[src/inc/wer_map.svh]
// offsets, field positions, reset values and delay counts of the wake block
`ifndef WER_MAP_SVH
`define WER_MAP_SVH

// register byte offsets
`define WER_RCS_OFS      12'h000
`define WER_OSC_OFS      12'h004
`define WER_KIND_OFS     12'h008

// reset cause status fields
`define WER_RCS_PRIO     7
`define WER_RCS_SBOR     6
`define WER_RCS_RI       4
`define WER_RCS_TO       3
`define WER_RCS_PD       2
`define WER_RCS_POR      1
`define WER_RCS_BOR      0

// oscillator control and status fields
`define WER_OSC_FREQ_HI  6
`define WER_OSC_FREQ_LO  4
`define WER_OSC_PRI_RDY  3
`define WER_OSC_INT_RDY  2

// reset values and codes
`define WER_FREQ_1MHZ    3'h4
`define WER_SBOR_RST     1'b1
`define WER_BOR_SW_MODE  2'h1
`define WER_BOR_OFF_MODE 2'h0

// delay defaults in clock cycles
`define WER_OST_CYC      1024
`define WER_PLL_CYC      2000
`define WER_CPU_CYC      20
`define WER_SETTLE_CYC   100

`endif

[src/inc/wer_pkg.sv]
// types shared by the wake exit and reset status block
package wer_pkg;

    // clock source selected for running
    typedef enum logic [1:0] {
        WER_SRC_PRI,
        WER_SRC_SEC,
        WER_SRC_INT
    } wer_src_e;

    // kind of primary oscillator
    typedef enum logic [1:0] {
        WER_PT_XTAL,
        WER_PT_PLL,
        WER_PT_EXT
    } wer_ptype_e;

    // reset kinds
    typedef enum logic [2:0] {
        WER_RK_POR,
        WER_RK_PIN_RUN,
        WER_RK_PIN_PM,
        WER_RK_WDT,
        WER_RK_BOR,
        WER_RK_INSTR,
        WER_RK_STK_FULL,
        WER_RK_STK_UNDER
    } wer_rkind_e;

    // sequencer states
    typedef enum logic [1:0] {
        WER_ST_RUN,
        WER_ST_IDLE,
        WER_ST_SLEEP,
        WER_ST_EXIT
    } wer_state_e;

endpackage

[src/hdl/wer_top.sv]
// wake exit sequencer and reset cause status register with apb access
// Summary of operation
// RQ1: watchdog time-out in sleep/idle wakes, no reset
// RQ2: watchdog time-out while running causes watchdog reset
// RQ3: sleep, clear, clock loss, freq write clear watchdog; here clock loss needs cfg_failsafe, freq write needs clk_sel internal
// RQ4: reset exit holds until primary clock ready
// RQ5: internal target sets internal-stable flag instead
// RQ6: two-speed or fail-safe runs early on internal
// RQ7: sleep before primary ready shuts primary down
// RQ8: no start-up timer from primary idle, non-crystal
// RQ9: cpu-ready delay on every sleep/idle exit
// RQ10: primary idle exit uses only cpu-ready delay
// RQ11: crystal waits start-up, pll adds lock time
// RQ12: internal target runs during settle; none from idle
// RQ13: cpu-ready delay runs alongside other delays
// RQ14: internal frequency resets to 1 MHz
// RQ15: eight reset kinds are told apart
// RQ16: low five bits are per-event flags
// RQ17: register holds priority and brown-out enable bits
// RQ18: bit layout fixed; time-out, power-down read-only
// RQ19: time-out flag set by power-up, clear, sleep
// RQ20: power-down flag set by clear, cleared by sleep
// RQ21: power-on flag cleared only by power-on reset; here a register write of 0 to bit 1 also clears it
// RQ22: brown-out enable acts only in mode 01
// RQ23: delays are parameterised cycle counts
//
// The address map and the APB register port were chosen for this implementation.
`timescale 1ns/1ps
`include "wer_map.svh"

module wer_top #(
    parameter int unsigned OST_CYC    = `WER_OST_CYC,
    parameter int unsigned PLL_CYC    = `WER_PLL_CYC,
    parameter int unsigned CPU_CYC    = `WER_CPU_CYC,
    parameter int unsigned SETTLE_CYC = `WER_SETTLE_CYC,
    parameter int unsigned CW         = 16
) (
    // clock and reset
    input  wire logic                mclk,
    input  wire logic                rst_n,
    // apb slave
    input  wire logic [11:0]         paddr,
    input  wire logic                psel,
    input  wire logic                penable,
    input  wire logic                pwrite,
    input  wire logic [31:0]         pwdata,
    input  wire logic [3:0]          pstrb,
    output logic      [31:0]         prdata,
    output logic                     pready,
    output logic                     pslverr,
    // configuration
    input  wire logic [1:0]          brownout_mode_config,
    input  wire logic                cfg_two_speed,
    input  wire logic                cfg_failsafe,
    input  wire wer_pkg::wer_ptype_e cfg_prim_type,
    // core events and clock selection
    input  wire logic                sleep_instr,
    input  wire logic                idle_en,
    input  wire logic                watchdog_clear_instruction,
    input  wire wer_pkg::wer_src_e   clk_sel,
    // watchdog, oscillators and reset sources
    input  wire logic                wdt_timeout,
    input  wire logic                clock_lost,
    input  wire logic                rst_event,
    input  wire wer_pkg::wer_rkind_e rst_kind,
    // control outputs
    output logic                     wdt_clear,
    output logic                     wdt_reset_req,
    output logic                     cpu_exec,
    output logic                     exec_internal,
    output logic                     primary_shutdown,
    output logic                     bor_enable,
    output logic                     interrupt_priority_enable
);

    logic [1:0]          rst_sync_reg;
    logic                rst_s_n;
    logic [7:0]          prdata_reg;
    logic [7:0]          rd_data;
    logic                rd_err;
    logic                acc;
    logic                wr_rcs;
    logic                wr_osc;
    logic                interrupt_priority_enable_reg;
    logic                sw_brownout_enable_reg;
    logic                reset_instruction_flag_reg;
    logic                watchdog_timeout_flag_reg;
    logic                power_down_flag_reg;
    logic                power_on_flag_reg;
    logic                brownout_flag_reg;
    logic                sbor_eff;
    logic [7:0]          rcs_rd;
    logic [2:0]          internal_osc_freq_select_reg;
    logic                primary_clock_ready_flag_reg;
    logic                internal_osc_stable_flag_reg;
    wer_pkg::wer_rkind_e kind_reg;
    wer_pkg::wer_state_e state_reg;
    wer_pkg::wer_src_e   idle_src_reg;
    logic                boot_reg;
    logic [CW-1:0]       cpu_cnt_reg;
    logic [CW-1:0]       osc_cnt_reg;
    logic                osc_act_reg;
    logic                osc_pri_reg;
    logic                osc_int_reg;
    logic                hold_reg;
    logic                exec_reg;
    logic                exec_int_reg;
    logic                shut_reg;
    logic                wdt_clear_reg;
    logic                wdt_rst_reg;
    logic                run_st;
    logic                pm_st;
    logic                wake;
    logic                wdt_rst;
    logic                start;
    logic                osc_done;
    logic                ready_ok;
    logic                shut_now;
    logic                fast;
    logic [CW-1:0]       osc_len;
    logic                hold_c;

    function automatic logic addr_is(input logic [11:0] a,
                                     input logic [11:0] o);
        return a == o;
    endfunction

    // reset release through two flip-flops
    always_ff @(posedge mclk or negedge rst_n) begin
        if (!rst_n) begin
            rst_sync_reg <= 2'h0;
        end else begin
            rst_sync_reg <= {rst_sync_reg[0], 1'b1};
        end
    end
    assign rst_s_n = rst_sync_reg[1];

    // apb decode, zero wait states
    assign acc    = psel & penable;
    assign wr_rcs = acc & pwrite & pstrb[0] & addr_is(paddr, `WER_RCS_OFS);
    assign wr_osc = acc & pwrite & pstrb[0] & addr_is(paddr, `WER_OSC_OFS);
    assign pready  = 1'b1;
    assign pslverr = acc & rd_err;
    assign prdata  = {24'h000000, prdata_reg};

    assign sbor_eff = (brownout_mode_config == `WER_BOR_SW_MODE) ?
                      sw_brownout_enable_reg : 1'b0; // RQ22
    assign rcs_rd = {interrupt_priority_enable_reg, sbor_eff, 1'b0,
                     reset_instruction_flag_reg, watchdog_timeout_flag_reg,
                     power_down_flag_reg, power_on_flag_reg,
                     brownout_flag_reg}; // RQ18

    always_comb begin
        rd_data = 8'h00;
        rd_err  = 1'b0;
        if (addr_is(paddr, `WER_RCS_OFS)) begin
            rd_data = rcs_rd;
        end else if (addr_is(paddr, `WER_OSC_OFS)) begin
            rd_data[`WER_OSC_FREQ_HI:`WER_OSC_FREQ_LO] =
                internal_osc_freq_select_reg;
            rd_data[`WER_OSC_PRI_RDY] = primary_clock_ready_flag_reg;
            rd_data[`WER_OSC_INT_RDY] = internal_osc_stable_flag_reg;
        end else if (addr_is(paddr, `WER_KIND_OFS)) begin
            rd_data[2:0] = kind_reg; // RQ15
        end else begin
            rd_err = 1'b1;
        end
    end

    // read data is captured in the setup phase
    always_ff @(posedge mclk or negedge rst_s_n) begin
        if (!rst_s_n) begin
            prdata_reg <= 8'h00;
        end else if (psel & ~penable & ~pwrite) begin
            prdata_reg <= rd_data;
        end
    end

    // reset cause status: software write first, hardware events win
    always_ff @(posedge mclk or negedge rst_s_n) begin
        if (!rst_s_n) begin
            interrupt_priority_enable_reg <= 1'b0;
            sw_brownout_enable_reg        <= `WER_SBOR_RST;
            reset_instruction_flag_reg    <= 1'b1;
            watchdog_timeout_flag_reg     <= 1'b1; // RQ19
            power_down_flag_reg           <= 1'b1; // RQ20
            power_on_flag_reg             <= 1'b0; // RQ21
            brownout_flag_reg             <= 1'b0;
        end else begin
            if (wr_rcs) begin // RQ16 RQ17
                interrupt_priority_enable_reg <= pwdata[`WER_RCS_PRIO];
                if (brownout_mode_config == `WER_BOR_SW_MODE) begin
                    sw_brownout_enable_reg <= pwdata[`WER_RCS_SBOR]; // RQ22
                end
                reset_instruction_flag_reg <= pwdata[`WER_RCS_RI];
                power_on_flag_reg          <= pwdata[`WER_RCS_POR];
                brownout_flag_reg          <= pwdata[`WER_RCS_BOR];
            end
            if (watchdog_clear_instruction) begin
                watchdog_timeout_flag_reg <= 1'b1; // RQ19
                power_down_flag_reg       <= 1'b1; // RQ20
            end
            if (sleep_instr) begin
                watchdog_timeout_flag_reg <= 1'b1; // RQ19
                power_down_flag_reg       <= 1'b0; // RQ20
            end
            if (wdt_timeout) begin
                watchdog_timeout_flag_reg <= 1'b0; // RQ19
            end
            if (rst_event) begin // RQ15
                unique case (rst_kind)
                    wer_pkg::WER_RK_POR: begin
                        power_on_flag_reg         <= 1'b0; // RQ21
                        brownout_flag_reg         <= 1'b0;
                        reset_instruction_flag_reg <= 1'b1;
                        watchdog_timeout_flag_reg <= 1'b1; // RQ19
                        power_down_flag_reg       <= 1'b1; // RQ20
                    end
                    wer_pkg::WER_RK_BOR: begin
                        brownout_flag_reg <= 1'b0;
                    end
                    wer_pkg::WER_RK_INSTR: begin
                        reset_instruction_flag_reg <= 1'b0;
                    end
                    wer_pkg::WER_RK_WDT: begin
                        watchdog_timeout_flag_reg <= 1'b0;
                    end
                    wer_pkg::WER_RK_PIN_RUN,
                    wer_pkg::WER_RK_PIN_PM,
                    wer_pkg::WER_RK_STK_FULL,
                    wer_pkg::WER_RK_STK_UNDER: begin
                    end
                endcase
            end
        end
    end

    assign interrupt_priority_enable = interrupt_priority_enable_reg;
    assign bor_enable = (brownout_mode_config == `WER_BOR_SW_MODE) ?
                        sw_brownout_enable_reg :
                        (brownout_mode_config != `WER_BOR_OFF_MODE);

    // internal oscillator frequency select
    always_ff @(posedge mclk or negedge rst_s_n) begin
        if (!rst_s_n) begin
            internal_osc_freq_select_reg <= `WER_FREQ_1MHZ; // RQ14
        end else if (wr_osc) begin
            internal_osc_freq_select_reg <=
                pwdata[`WER_OSC_FREQ_HI:`WER_OSC_FREQ_LO];
        end
    end

    // last reset kind
    always_ff @(posedge mclk or negedge rst_s_n) begin
        if (!rst_s_n) begin
            kind_reg <= wer_pkg::WER_RK_POR;
        end else if (rst_event) begin
            kind_reg <= rst_kind; // RQ15
        end else if (wdt_rst) begin
            kind_reg <= wer_pkg::WER_RK_WDT; // RQ2
        end
    end

    // watchdog clear and watchdog reset pulses
    always_ff @(posedge mclk or negedge rst_s_n) begin
        if (!rst_s_n) begin
            wdt_clear_reg <= 1'b0;
            wdt_rst_reg   <= 1'b0;
        end else begin
            wdt_clear_reg <= sleep_instr | watchdog_clear_instruction |
                             (clock_lost & cfg_failsafe) |
                             (wr_osc & (clk_sel == wer_pkg::WER_SRC_INT));
            wdt_rst_reg   <= wdt_rst; // RQ2
        end
    end
    assign wdt_clear     = wdt_clear_reg; // RQ3
    assign wdt_reset_req = wdt_rst_reg;

    // wake and reset triggers
    assign run_st  = state_reg == wer_pkg::WER_ST_RUN;
    assign pm_st   = (state_reg == wer_pkg::WER_ST_IDLE) |
                     (state_reg == wer_pkg::WER_ST_SLEEP);
    assign wake    = pm_st & (wdt_timeout | rst_event); // RQ1
    assign wdt_rst = run_st & wdt_timeout & ~rst_event; // RQ2
    assign start   = boot_reg | rst_event | wdt_rst | wake;
    assign fast    = cfg_two_speed | cfg_failsafe;

    // exit delay selection from the source before and after wake-up
    always_comb begin
        osc_len = '0;
        if (state_reg == wer_pkg::WER_ST_IDLE &&
            idle_src_reg == wer_pkg::WER_SRC_PRI) begin
            osc_len = '0; // RQ8 RQ10
        end else begin
            unique case (clk_sel)
                wer_pkg::WER_SRC_PRI: begin
                    unique case (cfg_prim_type)
                        wer_pkg::WER_PT_XTAL: osc_len = CW'(OST_CYC); // RQ11
                        wer_pkg::WER_PT_PLL:
                            osc_len = CW'(OST_CYC + PLL_CYC); // RQ11
                        wer_pkg::WER_PT_EXT:  osc_len = '0; // RQ8
                        default:              osc_len = '0;
                    endcase
                end
                wer_pkg::WER_SRC_INT: begin
                    if (state_reg == wer_pkg::WER_ST_IDLE &&
                        idle_src_reg == wer_pkg::WER_SRC_INT) begin
                        osc_len = '0; // RQ12
                    end else begin
                        osc_len = CW'(SETTLE_CYC); // RQ12 RQ23
                    end
                end
                default: osc_len = '0;
            endcase
        end
        // only a primary target holds execution, unless running early
        hold_c = (clk_sel == wer_pkg::WER_SRC_PRI) &
                 (osc_len != '0) & ~fast; // RQ4 RQ6
    end

    assign osc_done = osc_act_reg & (osc_cnt_reg == '0);
    assign ready_ok = (state_reg == wer_pkg::WER_ST_EXIT) &
                      (cpu_cnt_reg == '0) &
                      (~hold_reg | (osc_cnt_reg == '0)); // RQ4 RQ9
    assign shut_now = run_st & sleep_instr & exec_int_reg & osc_act_reg;

    // oscillator delay counter, runs alongside the cpu-ready count
    always_ff @(posedge mclk or negedge rst_s_n) begin
        if (!rst_s_n) begin
            osc_cnt_reg <= '0;
            osc_act_reg <= 1'b0;
            osc_pri_reg <= 1'b0;
            osc_int_reg <= 1'b0;
        end else if (start) begin
            osc_cnt_reg <= osc_len; // RQ13 RQ23
            osc_act_reg <= 1'b1;
            osc_pri_reg <= clk_sel == wer_pkg::WER_SRC_PRI;
            osc_int_reg <= clk_sel == wer_pkg::WER_SRC_INT;
        end else if (shut_now) begin
            osc_act_reg <= 1'b0; // RQ7
        end else if (osc_done) begin
            osc_act_reg <= 1'b0;
        end else if (osc_act_reg) begin
            osc_cnt_reg <= osc_cnt_reg - CW'(1);
        end
    end

    // clock ready flags
    always_ff @(posedge mclk or negedge rst_s_n) begin
        if (!rst_s_n) begin
            primary_clock_ready_flag_reg <= 1'b0;
            internal_osc_stable_flag_reg <= 1'b0;
        end else begin
            if (start && osc_len != '0) begin
                primary_clock_ready_flag_reg <= 1'b0;
            end
            if (start && clk_sel == wer_pkg::WER_SRC_INT &&
                osc_len != '0) begin
                internal_osc_stable_flag_reg <= 1'b0;
            end
            if (sleep_instr && run_st &&
                !(idle_en && clk_sel == wer_pkg::WER_SRC_PRI)) begin
                primary_clock_ready_flag_reg <= 1'b0; // RQ7
            end
            if (osc_done && osc_pri_reg) begin
                primary_clock_ready_flag_reg <= 1'b1; // RQ4 RQ10
            end
            if (osc_done && osc_int_reg) begin
                internal_osc_stable_flag_reg <= 1'b1; // RQ5 RQ10
            end
        end
    end

    // power-managed state and cpu-ready count
    always_ff @(posedge mclk or negedge rst_s_n) begin
        if (!rst_s_n) begin
            state_reg    <= wer_pkg::WER_ST_RUN;
            idle_src_reg <= wer_pkg::WER_SRC_PRI;
            boot_reg     <= 1'b1;
            cpu_cnt_reg  <= '0;
            hold_reg     <= 1'b0;
            exec_reg     <= 1'b0;
            exec_int_reg <= 1'b0;
            shut_reg     <= 1'b0;
        end else begin
            shut_reg <= shut_now; // RQ7
            boot_reg <= 1'b0;
            if (start) begin
                state_reg    <= wer_pkg::WER_ST_EXIT;
                cpu_cnt_reg  <= pm_st ? CW'(CPU_CYC) : '0; // RQ9 RQ13
                hold_reg     <= hold_c; // RQ4
                exec_reg     <= 1'b0;
                exec_int_reg <= hold_c ? 1'b0 : fast &
                                (clk_sel == wer_pkg::WER_SRC_PRI) &
                                (osc_len != '0); // RQ6
            end else begin
                unique case (state_reg)
                    wer_pkg::WER_ST_RUN: begin
                        if (sleep_instr) begin
                            state_reg    <= idle_en ?
                                wer_pkg::WER_ST_IDLE : wer_pkg::WER_ST_SLEEP;
                            idle_src_reg <= clk_sel;
                            exec_reg     <= 1'b0;
                        end
                        if (shut_now) begin
                            exec_int_reg <= 1'b0; // RQ7
                        end else if (osc_done && osc_pri_reg) begin
                            exec_int_reg <= 1'b0; // RQ7
                        end
                    end
                    wer_pkg::WER_ST_IDLE,
                    wer_pkg::WER_ST_SLEEP: begin
                        exec_reg <= 1'b0;
                    end
                    wer_pkg::WER_ST_EXIT: begin
                        if (cpu_cnt_reg != '0) begin
                            cpu_cnt_reg <= cpu_cnt_reg - CW'(1);
                        end
                        if (ready_ok) begin
                            state_reg <= wer_pkg::WER_ST_RUN;
                            exec_reg  <= 1'b1; // RQ9
                        end
                    end
                endcase
            end
        end
    end

    assign cpu_exec         = exec_reg;
    assign exec_internal    = exec_int_reg;
    assign primary_shutdown = shut_reg;

    // checks
    wdt_pm_wake_a: assert property (@(posedge mclk) disable iff (!rst_s_n)
        pm_st && wdt_timeout |=> !wdt_reset_req &&
        state_reg == wer_pkg::WER_ST_EXIT) // RQ1
        else $error("watchdog time-out in power-managed mode reset");

    wdt_run_rst_a: assert property (@(posedge mclk) disable iff (!rst_s_n)
        run_st && wdt_timeout && !rst_event |=> wdt_reset_req &&
        kind_reg == wer_pkg::WER_RK_WDT) // RQ2
        else $error("watchdog time-out while running gave no reset");

    wdt_clear_a: assert property (@(posedge mclk) disable iff (!rst_s_n)
        sleep_instr || watchdog_clear_instruction |=> wdt_clear) // RQ3
        else $error("watchdog not cleared");

    exit_hold_a: assert property (@(posedge mclk) disable iff (!rst_s_n)
        $rose(exec_reg) |-> $past(ready_ok)) // RQ4
        else $error("execution started before exit delay ended");

    cpu_delay_a: assert property (@(posedge mclk) disable iff (!rst_s_n)
        wake |=> (!cpu_exec) [*2]) // RQ9
        else $error("execution resumed without cpu-ready delay");

    to_flag_a: assert property (@(posedge mclk) disable iff (!rst_s_n)
        wdt_timeout |=> !watchdog_timeout_flag_reg) // RQ19
        else $error("time-out flag not cleared by watchdog time-out");

    pd_flag_a: assert property (@(posedge mclk) disable iff (!rst_s_n)
        sleep_instr && !watchdog_clear_instruction && !rst_event
        |=> !power_down_flag_reg) // RQ20
        else $error("power-down flag not cleared by sleep");

    por_flag_a: assert property (@(posedge mclk) disable iff (!rst_s_n)
        rst_event && rst_kind == wer_pkg::WER_RK_POR
        |=> !power_on_flag_reg) // RQ21
        else $error("power-on flag not cleared on power-on reset");

    sbor_read_a: assert property (@(posedge mclk) disable iff (!rst_s_n)
        brownout_mode_config != `WER_BOR_SW_MODE |-> !rcs_rd[6]) // RQ22
        else $error("brown-out enable bit visible outside mode 01");

    shutdown_a: assert property (@(posedge mclk) disable iff (!rst_s_n)
        shut_now |=> primary_shutdown && !osc_act_reg) // RQ7
        else $error("primary not shut down on early sleep");

endmodule

[config.mk]
export PLATFORM = sky130hd
export DESIGN_NAME = wer_top
export DESIGN_NICKNAME = d
export VERILOG_FILES = /design/src/inc/wer_pkg.sv /design/src/hdl/wer_top.sv
export VERILOG_INCLUDE_DIRS = /design/src /design/src/inc
export SDC_FILE = /design/constraint.sdc
export NUM_CORES = 1
export LEC_CHECK = 0
export BUFFER_PORTS_ARGS = -buffer_cell sky130_fd_sc_hd__buf_4
export CAP_MARGIN = 30
export CORE_MARGIN = 5
export CORE_UTILIZATION = 42
export CTS_CLUSTER_SIZE = 30
export DETAILED_ROUTE_END_ITERATION = 10
export HOLD_SLACK_MARGIN = 0.15
export PLACE_DENSITY = 0.69
export SLEW_MARGIN = 25
export SYNTH_ARGS = -nofsm -noshare
export SYNTH_HDL_FRONTEND = slang
export SYNTH_SLANG_ARGS = --single-unit
[constraint.sdc]
create_clock -name mclk -period 2.02 [get_ports mclk]
set_clock_uncertainty 0.1 [all_clocks]
set_input_delay 0.101 -clock mclk [delete_from_list [all_inputs] [get_ports mclk]]
set_output_delay 0.101 -clock mclk [all_outputs]
set_load 0.03 [all_outputs]
# Word level (Yosys, flattened, before mapping)
# Index checks and enable logic that the tools add are counted.
dict set report word_totals {
  regBits 71
  latchBits 0
  ramBits 0
  romBits 0
  input_bits 70
  out_inout_bits 41
  wordCells 190
  mem_count 0
}
dict set report op_classes {
  addsub 2
  n_mul 0
  div 0
  n_lt_le_gt_ge 0
  n_eq_ne 16
  n_shift 0
  mux 65
  bitwise_logic 39
  n_reduce_logical 41
}
# cell n
set op_table {}
lappend op_table {{16-bit two-way mux} 8}
lappend op_table {{12-bit one-hot mux with 2 select lines} 2}
lappend op_table {{1-bit two-way mux} 39}
lappend op_table {{16-bit logical NOT} 2}
lappend op_table {{16-bit nonzero test} 2}
lappend op_table {{16-bit by 1-bit subtractor with 16-bit output (second input constant)} 2}
lappend op_table {{1-bit AND} 23}
lappend op_table {{7-bit two-way mux} 2}
lappend op_table {{2-bit nonzero test} 7}
lappend op_table {{12-bit by 3-bit == test with 1-bit output (second input constant)} 1}
lappend op_table {{12-bit by 4-bit == test with 1-bit output (second input constant)} 1}
lappend op_table {{12-bit logical NOT} 1}
lappend op_table {{3-bit nonzero test} 4}
lappend op_table {{1-bit logical AND} 10}
lappend op_table {{2-bit two-way mux} 5}
lappend op_table {{1-bit OR} 10}
lappend op_table {{3-bit two-way mux} 3}
lappend op_table {{3-bit AND reduction} 3}
lappend op_table {{2-bit == test (second input constant)} 4}
lappend op_table {{2-bit logical NOT} 4}
lappend op_table {{2-bit AND reduction} 4}
lappend op_table {{2-bit by 1-bit == test with 1-bit output (second input constant)} 3}
lappend op_table {{3-bit == test (second input constant)} 2}
lappend op_table {{1-bit NOT} 6}
lappend op_table {{12 further kinds} 15}

# Logic depth before layout (Yosys ltp)
dict set report depth {
  ltp_word 10
  ltp_mapped 10
  depth_no_buf 7
}

# Worst setup path before layout
# Ideal clock, no wire load.
dict set report synth_path {
  path_kind {register to register}
  start {register osc_cnt_reg[0]}
  end {register osc_cnt_reg[10]}
  arrival_time_ns 1.810
  required_time_ns 1.789
  path_slack_ns -0.022
  path_stages_with_launch 8
  path_buffers 0
  synth_period_minus_slack_ns 2.042
  cell_sequence {dfrtp_1 > inv_1 > ha_1 > or3b_1 > nor2_1 > nand3_1 > o211a_1 > or3_1}
}
dict set report synth_via {
  elab_chain_len 5
  elab_cells_between_ends 9
  classes_between {add/sub: 1; eq/ne: 1; mux: 4; bitwise: 1; reduce/logical: 2}
}
# item line_no
set synth_lines {}
lappend synth_lines {{start: declaration} wer_top.sv:101} ;# logic [CW-1:0] osc_cnt_reg;
lappend synth_lines {{start signal: assignment} wer_top.sv:335} ;# osc_cnt_reg <= osc_len;
lappend synth_lines {{start signal: assignment} wer_top.sv:344} ;# osc_cnt_reg <= osc_cnt_reg - CW'(1);
lappend synth_lines {{16-bit by 1-bit subtractor with 16-bit output} wer_top.sv:344}
lappend synth_lines {{16-bit two-way mux} wer_top.sv:343} ;# end else if (osc_act_reg) begin
lappend synth_lines {{16-bit two-way mux} wer_top.sv:341} ;# end else if (osc_done) begin
lappend synth_lines {{16-bit two-way mux} wer_top.sv:339} ;# end else if (shut_now) begin
lappend synth_lines {{16-bit two-way mux} wer_top.sv:334} ;# end else if (start) begin
# Several ways; a longest one is shown, not always the timed one. The select of a mux whose other input is x is not followed.
# A chain may end at the register's enable or synchronous reset.

# Final worst setup path
# Ends and elaborated chain as after synthesis.

==> results_dict.tcl <==
set metrics [dict create \
    leakagePower_nw 2.58 \
    holdCritPathClass "in -> reg" \
    max_freq_mhz 498 \
    endpoint "osc_cnt_reg[10]$_DFFE_PN0P_" \
    antenna_left 0 \
    rows 35 \
    slowest_delay_ns 0.41 \
    num_vias 3473 \
    antenna_cells 0 \
    ys_warn_count 0 \
    wl_per_cell_um 15.0 \
    reg2reg_from "osc_cnt_reg[0]$_DFFE_PN0P_" \
    vias_per_cell 5.08 \
    synthCells 409 \
    rsz0062_at_grt "yes" \
    combPwrFrac_pct 49.2 \
    power_per_cell_area_nw_per_um2 1160 \
    synth-edff-count 0 \
    crit_cells 7 \
    cap_violations 0 \
    nets 626 \
    p_int_w 0.00393 \
    cp_slowest_cell "dfrtp_1" \
    postPlaceCellArea_um2 4760 \
    start_util_pct 42.9 \
    ioPinCount 111 \
    worstSkewPairLatency_ns 0.35 \
    fin_tns_setup_ns 0 \
    cts_tree "yes" \
    layout-drive-gt1-share_pct 31.0 \
    drcViolationCount 0 \
    p_total_w 0.00640 \
    path_class "reg -> reg" \
    grt_pass1_vias 3463 \
    htreeDepth 3 \
    finalHoldViolCount 0 \
    die_y_um 107 \
    root_buffer "clkbuf_8" \
    post-route-min-period_ns 2.01 \
    synth_area_leaders "dfrtp_1 (41%), buf_4 (4.7%), nor2_1 (4.2%), dfstp_2 (4.0%), xor2_1 (3.5%)" \
    drtIter0Drc 154 \
    dp_hpwl_mm 6.97 \
    power.switching_w 0.00247 \
    reg2reg_slack_ns 0.01 \
    firstDrtPassIters 4 \
    period_share_pct 99.5 \
    startpoint_type "register" \
    power_frac_seq_pct 30.3 \
    syn_avg_cell_area_um2 9.69 \
    utilization_pct 59.9 \
    cts_buffers 9 \
    cts.sinks 71 \
    area_delta_synth_final_pct 39.6 \
    pwr-share-clk_pct 20.5 \
    synth_top_area_cell "dfrtp_1" \
    grt_max_degree 36 \
    holdCritStartpoint "pstrb[0]" \
    setup-violations-final 0 \
    fp.coreArea_um2 9240 \
    switching_share_pct 38.6 \
    die-width_um 107 \
    clk_pin_slew_worst_paths_ns 0.08 \
    fin_area_um2 5530 \
    grt-ovfl-total 0 \
    outcome "finished, final reports clean" \
    place_congestion 0.875 \
    worst_pin_slew_ns 0.487 \
    relSlewSlack_pct 67.2 \
    netlist.area_leader.share_pct 41.0 \
    yosysMostFrequentCell "dfrtp_1" \
    ys.flop_type "dfrtp_1" \
    grt_antenna_before_repair 0 \
    die_area_um2 11500 \
    grt_pass1_wl_mm 16.6 \
    syn_area_um2 3960 \
    layout_setup_ws_ns 0.00996 \
    synth_commonest_cells "dfrtp_1 (65), nor2_1 (44), buf_4 (25)" \
    worstSetupStartpoint "osc_cnt_reg[0]$_DFFE_PN0P_" \
    maxSlewViolCount 0 \
    portBuffers 56 \
    clock_path_buffers 2 \
    end_kind "register" \
    ys_async_sr_fraction_pct 100 \
    totalWireLength_mm 10.2 \
    crit_family "simple AND/OR/NAND/NOR gates" \
    pre_cts_ws_ns -0.0173 \
    ys_ff_latch 71 \
    synth_cell_types 66 \
    ff2ff_path_depth 7 \
    synth-seq-area-share_pct 45.0 \
    r2r_end "osc_cnt_reg[10]$_DFFE_PN0P_" \
    ir_drop_uv 592 \
    cp.required_ns 2.16 \
    path_buf_inv 1 \
    cp_max_fo 3 \
    arrival_ns 2.15 \
    path_cells "inv_2 > ha_2 > or3b_4 > nor2_4 > nand3_2 > o211a_1 > or3_1" \
    grt_util_all_layers_pct 17.9 \
]
==> power by group through the flow <==
stage                     clock, W  sequential, W  combinational, W
after floorplan                  0        0.00194           0.00188
after global placement           0        0.00191           0.00272
after detailed placement         0        0.00192           0.00277
after CTS                  0.00134        0.00191           0.00288
after global routing       0.00140        0.00199           0.00345
final                      0.00131        0.00194           0.00315
==> cells by family after synthesis <==
kind of cell    count (synthesis)  synth area share (%)
fa+ha+maj                       7                  2.21
simple gates                  162                  23.0
mux                            15                  4.29
other cells                     2                 0.189
compound gates                 75                  12.7
xor+xnor                       22                  4.86
flops                          71                  45.0
buf+inv                        55                  7.73
==> area by class of cell <==
type                    instances  area (um2)
clock buffers                  10         138
clock inverters                 6        92.6
fillers                       742        3710
inverters                      14        52.6
multi-input cells             308        2110
flip-flops and latches         71        1790
well taps                     129         161
repair buffers                145        1200
==> placed cells by master, fill, tap and decap left out, types with 8 or more instances in the layout <==
| cell | n |
|---|---|
| inv_1 | 12 |
| buf_4 | 106 |
| a21oi_1 | 19 |
| mux2i_1 | 8 |
| o21ai_0 | 16 |
| nand3_1 | 12 |
| nand4_1 | 9 |
| dlygate4sd3_1 | 38 |
| conb_1 | 27 |
| nor2_1 | 42 |
| clkbuf_8 | 10 |
| nand2b_1 | 8 |
| nor3_1 | 21 |
| dfrtp_1 | 63 |
| xor2_1 | 15 |
| nand2_1 | 20 |
==> worst register-to-register path, cell delays in order (launching register included) <==
cell and delay (ns):
dfrtp_1 0.41, inv_2 0.07, ha_2 0.17, or3b_4 0.41, nor2_4 0.11, nand3_2 0.07
o211a_1 0.20, or3_1 0.37
==> per-stage QoR <==
stage,std cells,hold slack [ns]
6_report,683,0.166
5_1_grt,683,0.169
4_1_cts,679,0.156
3_5_place_dp,624,-0.215
3_3_place_gp,624,-0.217
2_1_floorplan,434,-0.295
==> how the worst min path moves through the flow <==
stage	to	depth (start not counted)
final	wdt_clear$_DFF_PN0_	4
after global routing	wdt_clear$_DFF_PN0_	4
after CTS	wdt_clear$_DFF_PN0_	4
after detailed placement	rst_sync_reg[0]$_DFF_PN0_	1
after global placement	rst_sync_reg[0]$_DFF_PN0_	1
after floorplan	rst_sync_reg[0]$_DFF_PN0_	0
==> per-layer routing <==
metal | global-route usage (%) | routed length (um)
met1 | 22.6 | 4390
met5 | 0 | 0
met4 | 5.75 | 103
met2 | 30.9 | 5170
met3 | 3.49 | 563
==> what timing repair did <==
item,in CTS,in global routing
endpoints found under the setup margin,5,28
hold buffers,38,0
hold endpoints to repair,37,0
pin swaps,1,4
resized for setup,5,21
buffers inserted,1,4
Power figures use the tool's default switching activity.
